## src/hw/urbp_pkg.sv

```systemverilog
/*
  Package for the serial receiver block: register offsets, field
  positions, reset values, sampling counts, carrier types and helpers.
  Assumes a 32-bit APB register bus and a single 25 MHz clock.
*/
`default_nettype none

package urbp_pkg;

  ////////////////////////////////////////////////////////////////////////
  // Register offsets (byte addresses on the APB bus).
  localparam logic [7:0] OFS_STATUS  = 8'h00;
  localparam logic [7:0] OFS_DATA    = 8'h04;
  localparam logic [7:0] OFS_CTRL    = 8'h08;
  localparam logic [7:0] OFS_BAUD    = 8'h0C;
  localparam logic [7:0] OFS_TX_FINE = 8'h10;
  localparam logic [7:0] OFS_RX_FINE = 8'h14;

  // Field positions.
  localparam int CTRL_W    = 9;
  localparam int MUTE_POS  = 9;
  localparam int PRE_LSB   = 0;
  localparam int TXDIV_LSB = 2;
  localparam int RXDIV_LSB = 5;

  // Reset values.
  localparam logic [8:0] CTRL_RST = 9'h000;
  localparam logic       MUTE_RST = 1'b0;
  localparam logic [7:0] BAUD_RST = 8'h00;
  localparam logic [7:0] FINE_RST = 8'h00;
  localparam logic [8:0] HOLD_RST = 9'h000;

  // Sample indices within a bit (index 0 is the first of sixteen).
  localparam logic [3:0] IDX_S8   = 4'h7;
  localparam logic [3:0] IDX_S9   = 4'h8;
  localparam logic [3:0] IDX_S10  = 4'h9;
  localparam logic [3:0] IDX_E3   = 4'h2;
  localparam logic [3:0] IDX_E5   = 4'h4;
  localparam logic [3:0] IDX_E7   = 4'h6;
  localparam logic [3:0] IDX_LAST = 4'hF;

  // Samples in one idle frame of 10 or 11 bit times.
  localparam logic [7:0] IDLE_TICKS8 = 8'hA0;
  localparam logic [7:0] IDLE_TICKS9 = 8'hB0;

  ////////////////////////////////////////////////////////////////////////
  // Control register layout, top bit first, word9 at bit 0.
  typedef struct packed {
    logic tx_enable;
    logic rx_enable;
    logic idle_irq_en;
    logic rx_irq_en;
    logic parity_irq_en;
    logic wake_addr_sel;
    logic parity_odd_sel;
    logic parity_enable;
    logic word9;
  } urbp_ctrl_t;

  // Status register layout, top bit first, parity_err_flag at bit 0.
  typedef struct packed {
    logic rx_ready_flag;
    logic idle_flag;
    logic overrun_flag;
    logic noise_flag;
    logic framing_err_flag;
    logic parity_err_flag;
  } urbp_stat_t;

  typedef enum logic [3:0] {
    RX_HUNT  = 4'h1,
    RX_START = 4'h2,
    RX_DATA  = 4'h4,
    RX_STOP  = 4'h8
  } urbp_rx_state_t;

  ////////////////////////////////////////////////////////////////////////
  // Majority of three samples.
  function automatic logic urbp_maj3(input logic [2:0] s);
    urbp_maj3 = (s[0] & s[1]) | (s[0] & s[2]) | (s[1] & s[2]);
  endfunction

  // Exclusive-or of the bits of a word selected by a mask.
  function automatic logic urbp_xor(input logic [8:0] w,
                                    input logic [8:0] m);
    urbp_xor = ^(w & m);
  endfunction

  // Clock cycles per sample tick from prescale, divider and fine value.
  function automatic logic [18:0] urbp_divisor(input logic [1:0] pre,
                                               input logic [2:0] dsel,
                                               input logic [7:0] fine);
    logic [18:0] pr;
    logic [18:0] base;
    case (pre)
      2'h0:    pr = 19'h00001;
      2'h1:    pr = 19'h00003;
      2'h2:    pr = 19'h00004;
      default: pr = 19'h0000D;
    endcase
    base = pr << dsel;
    urbp_divisor = (fine == 8'h00) ? base : 19'(base * {11'h000, fine});
  endfunction

endpackage

`default_nettype wire

```

## src/hw/urbp_top.sv

```systemverilog
/*
  Serial receiver with baud generators, parity, muting and APB registers.
  Assumes an APB master on pclk and a remote transmitter on rx_pin.
*/
`timescale 1ns/1ps
`default_nettype none

// Overview of operation
// - Break character handled as framing error.
// - Idle frame sets flag, optional interrupt.
// - Overrun keeps buffer, sets flag, optional interrupt.
// - Error flags clear by status then data.
// - Majority of samples eight to ten.
// - Start noise uses edge and samples.
// - Noise flag rises with ready flag.
// - False start discarded, noise kept hidden.
// - Missing stop bit sets framing flag.
// - Independent three-bit dividers per direction.
// - Nonzero fine prescaler multiplies the division.
// - Muted receiver sets no flags, interrupts.
// - Idle wake clears mute, no idle flag.
// - Address wake on set top data bit.
// - Frame length from word size only.
// - Parity even or odd over low bits.
// - Transmit parity replaces top data bit.
// - Parity failure sets flag, optional interrupt.
// - Address wake uses data bit, not parity.
// - Sampling clock resynchronised at start bit.
// - Ready flag set on buffer load.
module urbp_top (
  // Clock and reset.
  input  wire logic        pclk,
  input  wire logic        presetn,
  // APB slave.
  input  wire logic        psel,
  input  wire logic        penable,
  input  wire logic        pwrite,
  input  wire logic [7:0]  paddr,
  input  wire logic [31:0] pwdata,
  output logic      [31:0] prdata,
  output logic             pready,
  output logic             pslverr,
  // Serial line and processor mask.
  input  wire logic        rx_pin,
  input  wire logic        cpu_irq_mask,
  // Transmit word handoff and interrupt.
  output logic      [8:0]  tx_word,
  output logic             tx_load,
  output logic             tx_baud_tick,
  output logic             irq_req
);
  import urbp_pkg::*;

  urbp_ctrl_t     ctrl_ff;
  urbp_stat_t     stat_ff;
  urbp_stat_t     nxt_stat;
  urbp_rx_state_t state_ff;
  urbp_rx_state_t nxt_state;
  logic        mute_ff;
  logic [7:0]  baud_ff;
  logic [7:0]  txf_ff;
  logic [7:0]  rxf_ff;
  logic [8:0]  hold_ff;
  logic [8:0]  shreg_ff;
  logic [3:0]  idx_ff;
  logic [3:0]  bitcnt_ff;
  logic [1:0]  smp_ff;
  logic [2:0]  hist_ff;
  logic [7:0]  idlecnt_ff;
  logic        idle_arm_ff;
  logic        nf_acc_ff;
  logic        hid_nf_ff;
  logic        armed_ff;
  logic [31:0] prdata_ff;
  logic [8:0]  tx_word_ff;
  logic        tx_load_ff;
  logic        lvl;
  logic        rx_tick;

  ////////////////////////////////////////////////////////////////////////
  // APB decode; every access completes with no wait state.
  wire acc     = psel && penable;
  wire wr      = acc && pwrite;
  wire rd      = acc && !pwrite;
  wire hit_st  = (paddr == OFS_STATUS);
  wire hit_dat = (paddr == OFS_DATA);
  wire hit_ctl = (paddr == OFS_CTRL);
  wire hit_bd  = (paddr == OFS_BAUD);
  wire hit_txf = (paddr == OFS_TX_FINE);
  wire hit_rxf = (paddr == OFS_RX_FINE);
  wire hit_any = hit_st | hit_dat | hit_ctl | hit_bd | hit_txf | hit_rxf;
  wire st_rd   = rd && hit_st;
  wire dat_rd  = rd && hit_dat;
  wire dat_wr  = wr && hit_dat;
  wire ctl_wr  = wr && hit_ctl;

  // Read data mux, captured in the setup cycle.
  wire [31:0] rd_mux =
    hit_st  ? {26'h0000000, stat_ff} :
    hit_dat ? {23'h000000, hold_ff} :
    hit_ctl ? {22'h000000, mute_ff, ctrl_ff} :
    hit_bd  ? {24'h000000, baud_ff} :
    hit_txf ? {24'h000000, txf_ff} :
    hit_rxf ? {24'h000000, rxf_ff} : 32'h00000000;

  assign pready  = 1'b1;
  assign pslverr = acc && !hit_any;
  assign prdata  = prdata_ff;

  ////////////////////////////////////////////////////////////////////////
  // Line synchroniser and the two baud generators.
  urbp_rx_sync u_sync (
    .pclk    (pclk),
    .presetn (presetn),
    .pin     (rx_pin),
    .level   (lvl)
  );

  // Edge of a start bit, seen on a sample tick after three high samples.
  wire start_edge = rx_tick && (state_ff == RX_HUNT) && ctrl_ff.rx_enable
                    && (hist_ff == 3'h7) && !lvl;

  urbp_baud_gen u_txbaud (
    .pclk    (pclk),
    .presetn (presetn),
    .pre_sel (baud_ff[PRE_LSB +: 2]),
    .div_sel (baud_ff[TXDIV_LSB +: 3]),
    .fine    (txf_ff),
    .restart (!ctrl_ff.tx_enable),
    .tick    (tx_baud_tick)
  );

  urbp_baud_gen u_rxbaud (
    .pclk    (pclk),
    .presetn (presetn),
    .pre_sel (baud_ff[PRE_LSB +: 2]),
    .div_sel (baud_ff[RXDIV_LSB +: 3]),
    .fine    (rxf_ff),
    .restart (start_edge || !ctrl_ff.rx_enable),
    .tick    (rx_tick)
  );

  ////////////////////////////////////////////////////////////////////////
  // Bit evaluation at the tenth sample.
  wire       busy   = (state_ff != RX_HUNT);
  wire       eval   = rx_tick && busy && (idx_ff == IDX_S10);
  wire       b_end  = rx_tick && busy && (idx_ff == IDX_LAST);
  wire [2:0] s3     = {lvl, smp_ff};
  wire       maj    = urbp_maj3(s3);
  wire       noisy  = (s3 != 3'h0) && (s3 != 3'h7);
  wire [3:0] nbits  = ctrl_ff.word9 ? 4'h9 : 4'h8;
  wire       e_win  = (idx_ff == IDX_E3) || (idx_ff == IDX_E5)
                      || (idx_ff == IDX_E7);
  wire       e_bad  = rx_tick && (state_ff == RX_START) && e_win && lvl;
  wire       f_start = eval && (state_ff == RX_START) && maj;
  wire       f_end   = eval && (state_ff == RX_STOP);

  wire [8:0] dword = ctrl_ff.word9 ? shreg_ff : {1'b0, shreg_ff[8:1]};
  wire       d_msb = ctrl_ff.parity_enable ?
                     (ctrl_ff.word9 ? dword[7] : dword[6]) :
                     (ctrl_ff.word9 ? dword[8] : dword[7]);
  wire       p_bad = ctrl_ff.parity_enable && (ctrl_ff.parity_odd_sel !=
                     urbp_xor(dword, ctrl_ff.word9 ? 9'h1FF : 9'h0FF));
  wire       wake_ok = !mute_ff || (ctrl_ff.wake_addr_sel && d_msb);
  wire       accept  = f_end && wake_ok;
  wire       nf_all  = nf_acc_ff || noisy || hid_nf_ff;
  wire       rdy_set = accept && !stat_ff.rx_ready_flag;
  wire       ovr_set = accept && stat_ff.rx_ready_flag;

  // Idle frame detection after a received character or after reset.
  wire [7:0] idle_tgt = ctrl_ff.word9 ? IDLE_TICKS9 : IDLE_TICKS8;
  wire       idle_evt = rx_tick && !busy && lvl && idle_arm_ff
                        && ctrl_ff.rx_enable
                        && (idlecnt_ff == idle_tgt - 8'h01);
  wire       wake_idle = idle_evt && mute_ff && !ctrl_ff.wake_addr_sel;

  ////////////////////////////////////////////////////////////////////////
  // Receive state machine.
  always_comb begin
    nxt_state = state_ff;
    case (state_ff)
      RX_HUNT:  nxt_state = start_edge ? RX_START : RX_HUNT;
      RX_START: begin
        if (f_start) begin
          nxt_state = RX_HUNT;
        end else if (b_end) begin
          nxt_state = RX_DATA;
        end
      end
      RX_DATA:  nxt_state = (b_end && bitcnt_ff == nbits) ? RX_STOP
                            : RX_DATA;
      RX_STOP:  nxt_state = f_end ? RX_HUNT : RX_STOP;
      default:  nxt_state = RX_HUNT;
    endcase
    if (!ctrl_ff.rx_enable) begin
      nxt_state = RX_HUNT;
    end
  end

  // Status flags; a hardware set wins over the clear sequence.
  // clear by status then data
  wire clr = dat_rd && armed_ff;
  always_comb begin
    nxt_stat.rx_ready_flag    = rdy_set ||
                                (stat_ff.rx_ready_flag && !clr);
    nxt_stat.idle_flag        = (idle_evt && !mute_ff) ||
                                (stat_ff.idle_flag && !clr);
    nxt_stat.overrun_flag     = ovr_set ||
                                (stat_ff.overrun_flag && !clr);
    nxt_stat.noise_flag       = (rdy_set && nf_all) ||
                                (stat_ff.noise_flag && !clr);
    nxt_stat.framing_err_flag = (rdy_set && !maj) ||
                                (stat_ff.framing_err_flag && !clr);
    nxt_stat.parity_err_flag  = (rdy_set && p_bad) ||
                                (stat_ff.parity_err_flag && !clr);
  end

  ////////////////////////////////////////////////////////////////////////
  // Software registers; a write to the control word may set mute.
  always_ff @(posedge pclk or negedge presetn) begin
    if (!presetn) begin
      ctrl_ff <= CTRL_RST;
      mute_ff <= MUTE_RST;
      baud_ff <= BAUD_RST;
      txf_ff  <= FINE_RST;
      rxf_ff  <= FINE_RST;
    end else begin
      ctrl_ff <= ctl_wr ? urbp_ctrl_t'(pwdata[CTRL_W-1:0]) : ctrl_ff;
      mute_ff <= ctl_wr ? pwdata[MUTE_POS]
                        : mute_ff && !wake_idle && !(accept && mute_ff);
      baud_ff <= (wr && hit_bd)  ? pwdata[7:0] : baud_ff;
      txf_ff  <= (wr && hit_txf) ? pwdata[7:0] : txf_ff;
      rxf_ff  <= (wr && hit_rxf) ? pwdata[7:0] : rxf_ff;
    end
  end

  // Bus side state: read capture, clear arming, status and buffer.
  always_ff @(posedge pclk or negedge presetn) begin
    if (!presetn) begin
      prdata_ff <= 32'h00000000;
      armed_ff  <= 1'b0;
      stat_ff   <= '0;
      hold_ff   <= HOLD_RST;
    end else begin
      prdata_ff <= (psel && !penable) ? rd_mux : prdata_ff;
      armed_ff  <= st_rd || (armed_ff && !dat_rd);
      stat_ff   <= nxt_stat;
      hold_ff   <= rdy_set ? dword : hold_ff;
    end
  end

  wire [8:0] tw     = pwdata[8:0];
  wire       tpar   = ctrl_ff.parity_odd_sel ^
                      urbp_xor(tw, ctrl_ff.word9 ? 9'h0FF : 9'h07F);
  wire [8:0] tw_par = ctrl_ff.word9 ? {tpar, tw[7:0]}
                                    : {1'b0, tpar, tw[6:0]};
  always_ff @(posedge pclk or negedge presetn) begin
    if (!presetn) begin
      tx_word_ff <= 9'h000;
      tx_load_ff <= 1'b0;
    end else begin
      tx_word_ff <= !dat_wr ? tx_word_ff :
                    ctrl_ff.parity_enable ? tw_par : tw;
      tx_load_ff <= dat_wr;
    end
  end
  assign tx_word = tx_word_ff;
  assign tx_load = tx_load_ff;

  ////////////////////////////////////////////////////////////////////////
  // Sampling datapath.
  always_ff @(posedge pclk or negedge presetn) begin
    if (!presetn) begin
      state_ff    <= RX_HUNT;
      idx_ff      <= 4'h0;
      smp_ff      <= 2'h0;
      hist_ff     <= 3'h0;
      bitcnt_ff   <= 4'h0;
      shreg_ff    <= 9'h000;
      nf_acc_ff   <= 1'b0;
      hid_nf_ff   <= 1'b0;
      idlecnt_ff  <= 8'h00;
      idle_arm_ff <= 1'b1;
    end else begin
      state_ff    <= nxt_state;
      idx_ff      <= start_edge ? 4'h0 : (rx_tick ? idx_ff + 4'h1 : idx_ff);
      smp_ff[0]   <= (rx_tick && idx_ff == IDX_S8) ? lvl : smp_ff[0];
      smp_ff[1]   <= (rx_tick && idx_ff == IDX_S9) ? lvl : smp_ff[1];
      hist_ff     <= (f_end || f_start) ? {3{maj}} :
                     (rx_tick && !busy) ? {hist_ff[1:0], lvl} : hist_ff;
      bitcnt_ff   <= start_edge ? 4'h0 :
                     (eval && state_ff == RX_DATA) ? bitcnt_ff + 4'h1
                                                   : bitcnt_ff;
      shreg_ff    <= (eval && state_ff == RX_DATA) ? {maj, shreg_ff[8:1]}
                                                   : shreg_ff;
      nf_acc_ff   <= start_edge ? 1'b0 :
                     nf_acc_ff || e_bad ||
                     (eval && noisy && state_ff != RX_STOP);
      hid_nf_ff   <= f_start || (hid_nf_ff && !rdy_set);
      idlecnt_ff  <= (busy || !lvl) ? 8'h00 :
                     (rx_tick && idlecnt_ff != idle_tgt) ?
                     idlecnt_ff + 8'h01 : idlecnt_ff;
      idle_arm_ff <= f_end || (idle_arm_ff && !idle_evt);
    end
  end

  assign irq_req = !cpu_irq_mask && !mute_ff && (
      (ctrl_ff.rx_irq_en && (stat_ff.rx_ready_flag || stat_ff.overrun_flag))
    || (ctrl_ff.idle_irq_en && stat_ff.idle_flag)
    || (ctrl_ff.parity_irq_en && stat_ff.parity_err_flag));
endmodule

`default_nettype wire

```

## src/hw/urbp_baud_gen.sv

```systemverilog
/*
  Baud generator: one-cycle tick at sixteen times the bit rate.
  Assumes settings stay still while the direction is enabled.
*/
`timescale 1ns/1ps
`default_nettype none

module urbp_baud_gen (
  // Clock and reset.
  input  wire logic       pclk,
  input  wire logic       presetn,
  // Rate settings and restart.
  input  wire logic [1:0] pre_sel,
  input  wire logic [2:0] div_sel,
  input  wire logic [7:0] fine,
  input  wire logic       restart,
  // Sample tick.
  output logic            tick
);
  import urbp_pkg::*;

  logic [18:0] cnt_ff;
  logic        tick_ff;
  logic [18:0] limit;
  logic        wrap;

  // Count limit and wrap decode.
  assign limit = urbp_divisor(pre_sel, div_sel, fine) - 19'h00001;
  assign wrap  = (cnt_ff >= limit);
  assign tick  = tick_ff;

  // Cycle counter; a restart realigns the sample phase.
  always_ff @(posedge pclk or negedge presetn) begin
    if (!presetn) begin
      cnt_ff  <= 19'h00000;
      tick_ff <= 1'b0;
    end else begin
      cnt_ff  <= (restart || wrap) ? 19'h00000 : cnt_ff + 19'h00001;
      tick_ff <= wrap && !restart;
    end
  end
endmodule

`default_nettype wire

```

## src/hw/urbp_rx_sync.sv

```systemverilog
/*
  Receive pin synchroniser with a two-sample agreement filter.
  Assumes the pin is asynchronous to pclk.
*/
`timescale 1ns/1ps
`default_nettype none

module urbp_rx_sync (
  // Clock and reset.
  input  wire logic pclk,
  input  wire logic presetn,
  // Raw pin and filtered level.
  input  wire logic pin,
  output logic      level
);
  logic s1_ff;
  logic s2_ff;
  logic s3_ff;
  logic level_ff;

  assign level = level_ff;

  // Three stages; the level moves only when stages two and three agree.
  always_ff @(posedge pclk or negedge presetn) begin
    if (!presetn) begin
      s1_ff    <= 1'b1;
      s2_ff    <= 1'b1;
      s3_ff    <= 1'b1;
      level_ff <= 1'b1;
    end else begin
      s1_ff    <= pin;
      s2_ff    <= s1_ff;
      s3_ff    <= s2_ff;
      level_ff <= (s2_ff == s3_ff) ? s3_ff : level_ff;
    end
  end
endmodule

`default_nettype wire

```

## config.mk

```make
export PLATFORM = sky130hd
export DESIGN_NAME = urbp_top
export DESIGN_NICKNAME = d
export VERILOG_FILES = /design/src/hw/urbp_pkg.sv /design/src/hw/urbp_top.sv /design/src/hw/urbp_baud_gen.sv /design/src/hw/urbp_rx_sync.sv
export SDC_FILE = /design/constraint.sdc
export NUM_CORES = 1
export LEC_CHECK = 0
export BUFFER_PORTS_ARGS = -buffer_cell sky130_fd_sc_hd__clkbuf_2
export CELL_PAD_IN_SITES_DETAIL_PLACEMENT = 1
export CELL_PAD_IN_SITES_GLOBAL_PLACEMENT = 1
export CORE_MARGIN = 2
export CORE_UTILIZATION = 40
export DETAILED_ROUTE_END_ITERATION = 7
export GPL_ROUTABILITY_DRIVEN = 0
export GPL_TIMING_DRIVEN = 0
export PLACE_DENSITY_LB_ADDON = 0.05
export SLEW_MARGIN = 20
export SYNTH_ARGS = -nofsm -noshare
export SYNTH_HDL_FRONTEND = slang
export SYNTH_SLANG_ARGS = --single-unit
```

## constraint.sdc

```tcl
create_clock -name pclk -period 11.3 [get_ports pclk]
set_input_delay 1.13 -clock pclk [delete_from_list [all_inputs] [get_ports pclk]]
set_output_delay 1.13 -clock pclk [all_outputs]
set_load 0.03 [all_outputs]
```

; ---- After elaboration in Yosys (flattened, before gate mapping)
; Cells that the tools add are included.
[classes]
n_lt_le_gt_ge = 2
bitwise = 13
mul = 2
n_addsub = 8
reduce_logical = 123
shift = 2
n_eq_ne = 28
n_mux = 38
[op_table]
columns = cell, count
row1 = 19-bit 2-to-1 mux, 4
row2 = 1-bit logical AND, 69
row3 = 8-bit 2-to-1 mux, 6
row4 = "19-bit by 1-bit adder with 19-bit output, second input constant", 2
row5 = 19-bit greater-or-equal comparator, 2
row6 = 19-bit by 8-bit multiplier with 19-bit output, 2
row7 = 4-bit by 3-bit left shift with 19-bit output, 2
row8 = "19-bit by 1-bit subtractor with 19-bit output, second input constant", 2
row9 = 4-bit 2-to-1 mux, 9
row10 = 9-bit 2-to-1 mux, 4
row11 = 10-bit 2-to-1 mux, 3
row12 = 8-bit logical NOT, 3
row13 = 1-bit logical OR, 24
row14 = 1-bit logical NOT, 19
row15 = 9-bit XOR reduction, 2
row16 = "4-bit by 3-bit == test with 1-bit output, second input constant", 4
row17 = "4-bit == test, second input constant", 4
row18 = "8-bit by 4-bit == test with 1-bit output, second input constant", 2
row19 = "8-bit by 5-bit == test with 1-bit output, second input constant", 2
row20 = 4-bit case mux with 4 select lines, 1
row21 = 4-bit case mux with 3 select lines, 1
row22 = 9-bit by 8-bit AND with 9-bit output, 1
row23 = 9-bit AND, 1
row24 = "4-bit by 1-bit adder with 4-bit output, second input constant", 2
row25 = other kinds (26), 45
[word_totals]
regBits = 173
out_inout_bits = 46
wordCells = 259
input_bits = 47

; ---- Longest topological paths before layout
; Gate-level depths: netlist (run 1).
[logic_depth]
depth_word = 13
ltp_mapped = 33

; ---- Cells and area by module
; Synthesis (run 1) repeated with hierarchy kept, for this count alone.
[unflattened]
cells_unflattened = 1757
hier_area_um2 = 16143.0
[by_module_without_submodules]
columns = mod, cells_per_inst, instances, area_per_inst_um2, seq_area_each_um2
row1 = urbp_top, 529, 1, 5619.1, 2680.1
row2 = urbp_baud_gen at u_rxbaud, 617, 1, 5230.0, 500.5
row3 = urbp_baud_gen at u_txbaud, 606, 1, 5177.5, 500.5
row4 = urbp_rx_sync, 5, 1, 116.4, 105.1

; ---- Least setup slack after synthesis (run 1)
; No wires, ideal clock.
[synth_path]
path_kind = register -> register
start = register baud_ff[1]
end = register u_rxbaud.cnt_ff[10]
t_arrival_ns = 7.958
period_less_slack_ns = 8.031
path_buffers = 2
setup_slack_ns = 3.269
path_stages_with_launch = 29
required_time_ns = 11.228
path_cell_list = dfrtp_1 > buf_2 > and2_1 > a2111oi_0 > nand2_1 > fa_1 > inv_1 > fa_1 > fa_1 > fa_1 > ha_1 > and3_1 > a22o_1 > or4_1 > o211ai_1 > nor4b_4 > nand2_2 > o311a_1 > a21oi_1 > ha_1 > a21o_1 > a21o_1 > a21o_1 > a21o_1 > a211o_1 > a21oi_1 > nand3b_1 > clkbuf_1 > nor2_1
[synth_between]
elab_chain_len = 9
[synth_lines]
columns = item, line_no
row1 = start: declaration, urbp_top.sv:60  ; logic [7:0] baud_ff;
row2 = start signal: assignment, urbp_top.sv:231  ; baud_ff <= (wr && hit_bd) ? pwdata[7:0] : baud_ff;
row3 = "2-bit == test, or another cell as far along", urbp_pkg.sv:95  ; case (pre)
row4 = 4-bit case mux with 3 select lines *, urbp_pkg.sv:95
row5 = 4-bit by 3-bit left shift with 19-bit output *, urbp_pkg.sv:101  ; base = pr << dsel;
row6 = 19-bit by 8-bit multiplier with 19-bit output, urbp_pkg.sv:102  ; urbp_divisor = (fine == 8'h00) ? base : 19'(base * {11'h000, fine});
row7 = 19-bit 2-to-1 mux *, urbp_pkg.sv:102
row8 = 19-bit by 1-bit subtractor with 19-bit output *, urbp_baud_gen.sv:28  ; assign limit = urbp_divisor(pre_sel, div_sel, fine) - 19'h00001;
row9 = 19-bit greater-or-equal comparator *, urbp_baud_gen.sv:29  ; assign wrap = (cnt_ff >= limit);
row10 = 1-bit logical OR *, urbp_baud_gen.sv:38  ; cnt_ff <= (restart || wrap) ? 19'h00000 : cnt_ff + 19'h00001;
row11 = 19-bit 2-to-1 mux *, urbp_baud_gen.sv:38
row12 = end signal: assignment, urbp_baud_gen.sv:38
row13 = end: declaration, urbp_baud_gen.sv:22  ; logic [18:0] cnt_ff;
; Every way passes the cells marked *; elsewhere a longest branch is shown, timed or not.
; A chain may end at the register's enable or synchronous reset.

; ---- Final worst setup path (run 1)
[layout_path]
start = register baud_ff[0]
end = register u_rxbaud.cnt_ff[14]
; Same word-level chain as after synthesis.

==> flow_metrics.py, run 1 <==
metrics = {
    "run_status": {
        "run_status": "finished, final reports clean",
    },
    "synth": {
        "synth-warning-count": 0,
        "yosysSeqAreaShare_pct": 24.3,
        "asyncSetResetFlopFracSynth_pct": 100,
        "synth.lib_cells_used.distinct": 84,
        "synthesis.area_sq_um": 15600,
        "register_bit_total_from_synthesis": 151,
        "dominantRegCellSynth": "sky130_fd_sc_hd__dfrtp_1",
        "post_synth.cell_area_avg_sq_um": 9.02,
        "synthCells": 1729,
        "synth_enable_flop_cells": 0,
    },
    "timing": {
        "maximum_clock_rate_mhz": 104,
        "layout_worst_path_cycle_share_pct": 85.1,
        "grt_setup_unrepaired": "false",
        "endpoints_failing_hold": 0,
        "holdWs_ns": 0.357,
        "final.setup.tns_ns": 0,
        "timing.slew.headroom_pct": 23.1,
        "tightest_slew_ns": 1.15,
        "finalClockSkew_ns": 0.0176,
        "final_period_minus_worst_setup_slack_ns": 9.62,
        "worst_slack_ns": 1.68,
        "final-max-slew-violation-count": 0,
        "finalSetupViolCount": 0,
    },
    "grt": {
        "initial_antenna_violation_count": 0,
        "grt_max_degree": 63,
        "grt_use_total_pct": 22.5,
        "overflow": 0,
        "grt_pass1_wl_um": 72800,
        "first_global_vias": 13600,
    },
    "pwr": {
        "post-layout-total-power_mw": 1.32,
        "vdd_ir_drop_max_uv": 111,
        "power.leakage_nw": 8.62,
        "power-per-cell-area_nw_per_um2": 76.2,
    },
    "clocking": {
        "worstSkewPairLatency_ns": 0.46,
        "clkTransAtPathRegs_ns": 0.07,
        "cts.repair_timing.setup_buffer_count": 0,
        "cts_buffer_depth": 2,
        "cts-buffers-inserted": 17,
        "numClockSinks": 151,
        "cts_tree": "done",
        "cts.hold.buffers_added": 0,
        "postCtsResizedCells": 0,
        "cts_htree_levels": 4,
        "clockRootBuffer": "sky130_fd_sc_hd__clkbuf_16",
    },
    "worst_setup_path": {
        "worst-setup-path-type": "register to register",
        "cell_with_the_biggest_individual_delay_on_the_critical_path": "sky130_fd_sc_hd__o21ai_1",
        "worstPathRequired_ns": 11.69,
        "worst-path-max-fanout": 10,
        "critical_path_arrival_ns": 10.00,
        "start_kind": "register",
        "r2r_setup_slack_ns": 1.68,
        "critical_path.max_stage_delay_ns": 0.69,
        "timing.critical_path.to_type": "register",
    },
    "detailed_routing": {
        "drtIter0Drc": 600,
        "drc": 0,
        "dr.pass1.iters": 5,
        "wirelength_um": 43700,
        "count_of_antenna_violating_nets_left_after_detailed_routing": 0,
        "avgRoutedWirePerCell_um": 18.6,
        "vias_per_cell": 5.39,
        "via_count": 12700,
    },
    "floorplanning": {
        "die_area_sq_um": 40600,
        "starting_utilization_of_the_core_area_pct": 40.4,
        "fp-row-count": 72,
        "core_outline_area_sq_um": 38600,
        "die_span_y_um": 201,
        "boundaryPins": 93,
        "dieWidth_um": 201,
    },
    "cells_and_area": {
        "area.growth.synth_to_final_pct": 10.7,
        "antenna_cells_inserted": 0,
        "postLayoutCellArea_sq_um": 17300,
        "fin_util_pct": 44.8,
        "proportion_of_layout_cells_with_a_drive_suffix_above_1_pct": 10.5,
        "post_route_non_filler_standard_cell_count": 2352,
        "num-nets-final": 2103,
        "final_common_cell": "sky130_fd_sc_hd__inv_1",
        "layout_common_cells": "sky130_fd_sc_hd__inv_1 (155), sky130_fd_sc_hd__dfrtp_1 (145), sky130_fd_sc_hd__and2_1 (136)",
    },
    "placed_design": {
        "post-place-cells": 2320,
        "hpwlAfterDp_um": 35000,
        "post_dp_cell_area_sq_um": 16700,
        "placement.setup.worst_slack_ns": 1.50,
        "numPortBuffers": 46,
    },
    "hold_path": {
        "hold_class": "register to register",
    },
    "job": {
        "max-cap-violations": 0,
    },
}
flip-flops by register name, indices dropped and copies added (netlist names), 9 cells and up:
| signal | flops |
|---|---|
| tx_word | 9 |
| u_txbaud.cnt_ff | 19 |
| ctrl_ff | 9 |
| u_rxbaud.cnt_ff | 19 |
| hold_ff | 9 |
| prdata | 10 |
| shreg_ff | 9 |
path summary, 6_finish.rpt:
kind,start,end,cells after the start
worst min register to register,u_sync.s1_ff$_DFF_PN1_,u_sync.s2_ff$_DFF_PN1_,0
worst max-delay path,baud_ff[0]$_DFFE_PN0P_,u_rxbaud.cnt_ff[14]$_DFF_PN0_,30
max in group asynchronous,presetn,u_txbaud.cnt_ff[18]$_DFF_PN0_,3
min in group asynchronous,presetn,idlecnt_ff[2]$_DFFE_PN0P_,1
worst min-delay path,u_sync.s1_ff$_DFF_PN1_,u_sync.s2_ff$_DFF_PN1_,0
worst max register to register,baud_ff[0]$_DFFE_PN0P_,u_rxbaud.cnt_ff[14]$_DFF_PN0_,30
cell families after synthesis:
logic type,after synthesis,share of synthesized area [%]
other,2,0.0482
buffers and inverters,244,6.53
and+or+nand+nor,615,20.6
DFF,151,24.3
xor gates and xnor gates,114,6.40
AOI/OAI and AO/OA,289,12.5
adders and majority gates,238,24.3
muxes,76,5.34
metal layers:
layer	share of wire (%)	vias up	GRT usage [%]
met1	49	6416	31.7
met3	2.8	44	2.92
met5	0	-	0
met2	47	175	36.3
met4	1.8	0	6.01
li1	-	6046	-
worst max-delay path, delay by kind of cell, from the launching register on:
kind / cells / cell delay, ns
AO/OA/AOI/OAI: 12 / 3.13
adder cells (fa/ha/maj): 6 / 2.62
buffers and inverters: 4 / 1.31
flip-flops: 1 / 0.45
AND/OR/NAND/NOR: 8 / 2.01
layout make-up:
class | count | area, sq um
fill | 4620 | 21300
tap | 518 | 648
clock inverter | 14 | 134
buffer | 87 | 429
sequential | 151 | 3790
timing repair buffer | 52 | 322
inverter | 157 | 589
clock buffer | 18 | 429
multi-input combinational | 1355 | 10900
cell usage after synthesis, types with 10 or more instances:
cell | number | area share, %
sky130_fd_sc_hd__o22ai_1 | 10 | 0.40
sky130_fd_sc_hd__or3_1 | 10 | 0.40
sky130_fd_sc_hd__nor2b_1 | 18 | 0.72
sky130_fd_sc_hd__fa_1 | 108 | 14
sky130_fd_sc_hd__dfrtp_1 | 145 | 23
sky130_fd_sc_hd__nor3_1 | 43 | 1.4
sky130_fd_sc_hd__and3_1 | 38 | 1.5
sky130_fd_sc_hd__buf_4 | 24 | 1.2
sky130_fd_sc_hd__xnor2_1 | 53 | 3.0
sky130_fd_sc_hd__a21oi_1 | 63 | 2.0
sky130_fd_sc_hd__o21ai_0 | 69 | 2.2
sky130_fd_sc_hd__nand2b_1 | 11 | 0.44
sky130_fd_sc_hd__xor2_1 | 61 | 3.4
sky130_fd_sc_hd__nor2_1 | 118 | 2.8
sky130_fd_sc_hd__ha_1 | 127 | 10
sky130_fd_sc_hd__mux2i_1 | 28 | 1.8
sky130_fd_sc_hd__clkbuf_1 | 54 | 1.3
sky130_fd_sc_hd__a211oi_1 | 12 | 0.58
sky130_fd_sc_hd__nand3_1 | 50 | 1.6
sky130_fd_sc_hd__nand2_1 | 130 | 3.1
sky130_fd_sc_hd__and2_1 | 136 | 5.5
sky130_fd_sc_hd__inv_1 | 155 | 3.7
sky130_fd_sc_hd__nand4_1 | 14 | 0.56
sky130_fd_sc_hd__mux2_2 | 47 | 3.4
sky130_fd_sc_hd__a21o_1 | 30 | 1.4
power by group:
part	switching, mW	internal [mW]
logic	0.140	0.0712
clock network	0.266	0.290
registers	0.00432	0.545
total	0.410	0.906
Power figures use the tool's default switching activity.
==> run 2, diff against run 1 <==
--- a/config.mk
+++ b/config.mk
@@ -9,7 +9,8 @@
 export CELL_PAD_IN_SITES_DETAIL_PLACEMENT = 1
 export CELL_PAD_IN_SITES_GLOBAL_PLACEMENT = 1
 export CORE_MARGIN = 2
-export CORE_UTILIZATION = 40
+export CORE_UTILIZATION = 49
+export CTS_CLUSTER_DIAMETER = 150
 export DETAILED_ROUTE_END_ITERATION = 7
 export GPL_ROUTABILITY_DRIVEN = 0
 export GPL_TIMING_DRIVEN = 0
==> flow_metrics.py, run 2 (synthesis results as in run 1) <==
metrics = {
    "worst_setup_path": {
        "worstPathRequired_ns": 11.68,
        "path_buf_inv": 3,
        "start_kind": "register",
        "timing.critical_path.max_delay_family": "simple AND/OR/NAND/NOR gates",
        "cell_with_the_biggest_individual_delay_on_the_critical_path": "sky130_fd_sc_hd__nor3_1",
        "critical_path.max_stage_delay_ns": 0.91,
        "r2r_end": "u_rxbaud.cnt_ff[10]$_DFF_PN0_",
        "timing.critical_path.to_type": "register",
        "worstRegToRegCells": 29,
        "r2r_setup_slack_ns": 1.76,
        "worst-path-max-fanout": 10,
        "worst-setup-path-type": "register to register",
        "critical_path_arrival_ns": 9.92,
        "regToRegStartpoint": "baud_ff[5]$_DFFE_PN0P_",
    },
    "detailed_routing": {
        "wirelength_um": 43500,
        "vias_per_cell": 5.76,
        "dr.pass1.iters": 5,
        "drc": 0,
        "avgRoutedWirePerCell_um": 19.5,
        "drtIter0Drc": 698,
        "via_count": 12900,
        "count_of_antenna_violating_nets_left_after_detailed_routing": 0,
    },
    "clocking": {
        "cts.repair_timing.setup_buffer_count": 0,
        "clkTransAtPathRegs_ns": 0.07,
        "cts-buffers-inserted": 17,
        "numClockSinks": 151,
        "cts_buffer_depth": 2,
        "cts.hold.buffers_added": 0,
        "worstSkewPairLatency_ns": 0.46,
        "cts_tree": "done",
        "clockRootBuffer": "sky130_fd_sc_hd__clkbuf_16",
        "cts_htree_levels": 4,
        "postCtsResizedCells": 0,
    },
    "timing": {
        "finalSetupViolCount": 0,
        "final-max-slew-violation-count": 0,
        "final.setup.tns_ns": 0,
        "holdWs_ns": 0.359,
        "maximum_clock_rate_mhz": 105,
        "grt_setup_unrepaired": "false",
        "endpoints_failing_hold": 0,
        "finalClockSkew_ns": 0.0114,
        "layout_worst_path_cycle_share_pct": 84.5,
        "final_period_minus_worst_setup_slack_ns": 9.54,
        "timing.slew.headroom_pct": 20.8,
        "tightest_slew_ns": 1.18,
    },
    "pwr": {
        "vdd_ir_drop_max_uv": 106,
        "internal_power_mw": 0.930,
        "net-switching-power_mw": 0.421,
        "power-per-cell-area_nw_per_um2": 78.9,
        "pwr-share-clk_pct": 43.6,
        "post-layout-total-power_mw": 1.35,
        "power.share.combinational_pct": 15.8,
        "power.leakage_nw": 8.62,
        "power.share.switching_pct": 31.2,
        "power_frac_seq_pct": 40.6,
    },
    "floorplanning": {
        "fp-row-count": 65,
        "dieWidth_um": 182,
        "core_outline_area_sq_um": 31500,
        "die_span_y_um": 182,
        "boundaryPins": 93,
        "die_area_sq_um": 33300,
        "starting_utilization_of_the_core_area_pct": 49.5,
    },
    "placed_design": {
        "numPortBuffers": 46,
        "post_dp_cell_area_sq_um": 16500,
        "hpwlAfterDp_um": 34100,
        "post-place-cells": 2202,
    },
    "run_status": {
        "run_status": "finished, final reports clean",
    },
    "grt": {
        "overflow": 0,
        "grt_pass1_wl_um": 72600,
        "grt_use_total_pct": 27.5,
        "first_global_vias": 13900,
        "grt_max_degree": 59,
        "initial_antenna_violation_count": 0,
    },
    "cells_and_area": {
        "antenna_cells_inserted": 0,
        "post_route_non_filler_standard_cell_count": 2234,
        "postLayoutCellArea_sq_um": 17100,
        "num-nets-final": 2101,
        "final_common_cell": "sky130_fd_sc_hd__inv_1",
        "area.growth.synth_to_final_pct": 9.87,
        "layout_common_cells": "sky130_fd_sc_hd__inv_1 (155), sky130_fd_sc_hd__dfrtp_1 (145), sky130_fd_sc_hd__and2_1 (136)",
        "proportion_of_layout_cells_with_a_drive_suffix_above_1_pct": 10.4,
    },
    "job": {
        "max-cap-violations": 0,
    },
    "hold_path": {
        "worst_hold_path.num_cells": 0,
        "hold_class": "register to register",
        "holdCritStartpoint": "u_sync.s1_ff$_DFF_PN1_",
        "hold_end": "u_sync.s2_ff$_DFF_PN1_",
    },
}
[run 2: cell type report]
class	count	area, sq um
Clock buffer	18	429
Clock inverter	14	156
Sequential cell	151	3790
Buffer	87	429
Multi-Input combinational cell	1355	10900
Fill cell	3752	14300
Inverter	157	589
Timing Repair Buffer	50	309
Tap cell	402	503
[run 2: worst max path at each step]
stage | startpoint | to | slack, ns | cells after the start
6_report | baud_ff[5]$_DFFE_PN0P_ | u_rxbaud.cnt_ff[10]$_DFF_PN0_ | 1.76 | 29
5_1_grt | baud_ff[0]$_DFFE_PN0P_ | u_rxbaud.cnt_ff[10]$_DFF_PN0_ | 1.15 | 30
4_1_cts | baud_ff[0]$_DFFE_PN0P_ | u_rxbaud.cnt_ff[10]$_DFF_PN0_ | 1.77 | 30
3_5_place_dp | baud_ff[0]$_DFFE_PN0P_ | u_rxbaud.cnt_ff[10]$_DFF_PN0_ | 1.83 | 30
3_3_place_gp | baud_ff[0]$_DFFE_PN0P_ | u_rxbaud.cnt_ff[14]$_DFF_PN0_ | 1.05 | 28
2_1_floorplan | baud_ff[1]$_DFFE_PN0P_ | u_rxbaud.cnt_ff[10]$_DFF_PN0_ | 3.27 | 28
[run 2: through the flow]
stage	utilization (%)	worst slack (ns)
floorplan	-	3.27
global placement	52.1	1.05
detailed placement	52.5	1.83
CTS	54.3	1.77
global route	54.4	1.15
finish	54.4	1.76
[run 2: per-layer routing]
layer | track usage, % | up-vias | share of wire (%) | routed length [um]
li1 | - | 6059 | - | -
met1 | 37.6 | 6584 | 48 | 20700
met2 | 45.9 | 194 | 47 | 20700
met3 | 4.83 | 40 | 3.6 | 1580
met4 | 5.74 | 0 | 1.3 | 549
met5 | 0 | - | 0 | 0
[run 2: worst reg2reg max path: cells and delay by family (launching register included)]
family / cells / cell delay, ns
flops: 1 / 0.32
buf+inv: 3 / 1.19
compound gates: 11 / 2.34
fa+ha+maj: 6 / 2.53
simple gates: 9 / 3.08
[run 2: power groups by stage]
stage                     sequential [mW]  clock, mW  combinational, mW
after detailed placement            0.560          0              0.210
after global placement              0.560          0              0.200
after floorplan                     0.560          0              0.138
after CTS                           0.549      0.598              0.212
final                               0.549      0.589              0.213
after global routing                0.550      0.621              0.236
==> run 3, diff against run 2 <==
--- a/config.mk
+++ b/config.mk
@@ -5,11 +5,12 @@
 export SDC_FILE = /design/constraint.sdc
 export NUM_CORES = 1
 export LEC_CHECK = 0
+export ABC_AREA = 1
 export BUFFER_PORTS_ARGS = -buffer_cell sky130_fd_sc_hd__clkbuf_2
 export CELL_PAD_IN_SITES_DETAIL_PLACEMENT = 1
 export CELL_PAD_IN_SITES_GLOBAL_PLACEMENT = 1
 export CORE_MARGIN = 2
-export CORE_UTILIZATION = 49
+export CORE_UTILIZATION = 47
 export CTS_CLUSTER_DIAMETER = 150
 export DETAILED_ROUTE_END_ITERATION = 7
 export GPL_ROUTABILITY_DRIVEN = 0
==> constraint.sdc (replaced) <==
create_clock -name pclk -period 10 [get_ports pclk]
set_input_delay 1 -clock pclk [delete_from_list [all_inputs] [get_ports pclk]]
set_output_delay 1 -clock pclk [all_outputs]
set_load 0.03 [all_outputs]
==> flow_metrics.py, run 3 <==
metrics = {
    "run_status": {
        "run_status": "finished, final reports clean",
    },
    "placed_design": {
        "hpwlAfterDp_um": 38900,
        "numPortBuffers": 47,
    },
    "detailed_routing": {
        "count_of_antenna_violating_nets_left_after_detailed_routing": 0,
        "dr.pass1.iters": 5,
        "avgRoutedWirePerCell_um": 17.4,
        "drc": 0,
        "via_count": 14900,
        "drtIter0Drc": 633,
        "wirelength_um": 48100,
        "vias_per_cell": 5.38,
    },
    "clocking": {
        "numClockSinks": 151,
        "cts_htree_levels": 4,
        "worstSkewPairLatency_ns": 0.45,
        "clkTransAtPathRegs_ns": 0.07,
        "cts.hold.buffers_added": 0,
        "postCtsResizedCells": 0,
        "clockRootBuffer": "sky130_fd_sc_hd__clkbuf_16",
        "cts_buffer_depth": 2,
        "cts.repair_timing.setup_buffer_count": 0,
        "cts_tree": "done",
        "cts-buffers-inserted": 17,
    },
    "worst_setup_path": {
        "critical_path_arrival_ns": 8.00,
        "cell_with_the_biggest_individual_delay_on_the_critical_path": "sky130_fd_sc_hd__fa_1",
        "timing.critical_path.to_type": "register",
        "worstPathRequired_ns": 10.34,
        "worstRegToRegCells": 35,
        "worst-setup-path-type": "register to register",
        "start_kind": "register",
        "worst-path-max-fanout": 10,
        "critical_path.max_stage_delay_ns": 0.51,
    },
    "timing": {
        "final.setup.tns_ns": 0,
        "layout_worst_path_cycle_share_pct": 76.6,
        "maximum_clock_rate_mhz": 130,
        "final-max-slew-violation-count": 0,
        "endpoints_failing_hold": 0,
        "final_period_minus_worst_setup_slack_ns": 7.66,
        "finalClockSkew_ns": 0.0101,
        "timing.slew.headroom_pct": 44.0,
        "holdWs_ns": 0.358,
        "tightest_slew_ns": 0.832,
        "finalSetupViolCount": 0,
        "grt_setup_unrepaired": "false",
    },
    "pwr": {
        "post-layout-total-power_mw": 1.75,
        "vdd_ir_drop_max_uv": 123,
        "power.leakage_nw": 9.27,
        "power-per-cell-area_nw_per_um2": 99.3,
    },
    "synth": {
        "register_bit_total_from_synthesis": 151,
        "yosysSeqAreaShare_pct": 23.6,
        "synth.lib_cells_used.distinct": 57,
        "synthDominantAreaCellType": "sky130_fd_sc_hd__dfrtp_1",
        "asyncSetResetFlopFracSynth_pct": 100,
        "synthesis.area_sq_um": 16000,
        "yosys-top-cells-area": "sky130_fd_sc_hd__dfrtp_1 (23%), sky130_fd_sc_hd__fa_1 (13%), sky130_fd_sc_hd__nand2_1 (11%), sky130_fd_sc_hd__ha_1 (9.9%), sky130_fd_sc_hd__inv_1 (8.6%)",
        "synthDominantCellAreaShare_pct": 22.6,
        "post_synth.cell_area_avg_sq_um": 7.24,
        "synthMostInstantiatedCell": "sky130_fd_sc_hd__nand2_1",
        "dominantRegCellSynth": "sky130_fd_sc_hd__dfrtp_1",
        "synth-warning-count": 0,
        "synth_enable_flop_cells": 0,
        "synth_top_cells_by_count": "sky130_fd_sc_hd__nand2_1 (490), sky130_fd_sc_hd__inv_1 (367), sky130_fd_sc_hd__nor2_1 (271)",
        "synthCells": 2215,
    },
    "floorplanning": {
        "die_span_y_um": 189,
        "dieWidth_um": 189,
        "die_area_sq_um": 35600,
        "starting_utilization_of_the_core_area_pct": 47.7,
        "fp-row-count": 67,
        "core_outline_area_sq_um": 33600,
        "boundaryPins": 93,
    },
    "cells_and_area": {
        "antenna_cells_inserted": 0,
        "area.growth.synth_to_final_pct": 9.65,
        "fin_util_pct": 52.3,
        "layout_common_cells": "sky130_fd_sc_hd__nand2_1 (490), sky130_fd_sc_hd__inv_1 (367), sky130_fd_sc_hd__nor2_1 (271)",
        "nFillCells": 4371,
        "num-nets-final": 2586,
        "proportion_of_layout_cells_with_a_drive_suffix_above_1_pct": 8.46,
        "final_common_cell": "sky130_fd_sc_hd__nand2_1",
    },
    "grt": {
        "first_global_vias": 15800,
        "grt_use_total_pct": 28.2,
        "overflow": 0,
        "grt_pass1_wl_um": 80400,
        "grt_max_degree": 65,
        "initial_antenna_violation_count": 0,
    },
    "hold_path": {
        "worst_hold_path.num_cells": 0,
        "hold_class": "register to register",
    },
    "job": {
        "max-cap-violations": 0,
    },
}
[run 3: logic make-up after synthesis]
kind of cell	synth area share [%]
simple gates	30.0
compound gates	6.95
buf+inv	11.4
xor+xnor	4.48
other cells	0.0468
fa+ha+maj	23.4
flops	23.6
[run 3: area by class of cell]
type | instances | area [sq um] | share of cell area, %
buffer | 65 | 397 | 2.25
clock buffer | 20 | 447 | 2.54
clock inverter | 12 | 164 | 0.932
inverter | 383 | 1440 | 8.19
multi-input combinational | 1637 | 10500 | 59.7
sequential | 151 | 3790 | 21.5
tap | 448 | 561 | 3.19
timing repair buffer | 49 | 299 | 1.70
[run 3: worst max-delay path: cells and delay by family, from the launching register on]
| kind | cells | cell delay, ns |
|---|---|---|
| adder cells (fa/ha/maj) | 6 | 2.59 |
| buffers and inverters | 9 | 1.46 |
| flip-flops | 1 | 0.32 |
| AND/OR/NAND/NOR | 20 | 3.16 |
[run 3: metrics by stage]
stage | setup slack (ns) | instance area [sq um] | instances
3_5_place_dp | 2.39 | 17000 | 2733
2_1_floorplan | 3.79 | 16100 | 2236
6_report | 2.34 | 17600 | 2765
5_1_grt | 1.61 | 17600 | 2765
3_3_place_gp | 2.57 | 16900 | 2731
4_1_cts | 2.33 | 17600 | 2765
[run 3: path summary, 6_finish.rpt]
check | from | to | slack [ns]
min | u_sync.s1_ff$_DFF_PN1_ | u_sync.s2_ff$_DFF_PN1_ | 0.36
max in group asynchronous | presetn | tx_word[5]$_DFFE_PN0P_ | 8.59
max | baud_ff[7]$_DFFE_PN0P_ | u_rxbaud.cnt_ff[17]$_DFF_PN0_ | 2.34
max reg2reg | baud_ff[7]$_DFFE_PN0P_ | u_rxbaud.cnt_ff[17]$_DFF_PN0_ | 2.34
min reg2reg | u_sync.s1_ff$_DFF_PN1_ | u_sync.s2_ff$_DFF_PN1_ | 0.36
min in group asynchronous | presetn | u_txbaud.cnt_ff[11]$_DFF_PN0_ | 0.43
[run 3: power breakdown]
group          internal (mW)  switching, mW
clock network          0.404          0.296
registers              0.632         0.0213
logic                  0.131          0.264
[run 3: per-layer routing]
layer / wire (um) / vias to the layer above / GRT usage, %
met5: 0 / - / 0
met4: 1100 / 0 / 8.41
met3: 1580 / 64 / 3.05
met2: 23100 / 270 / 48.0
met1: 22400 / 7393 / 38.0
li1: - / 7142 / -
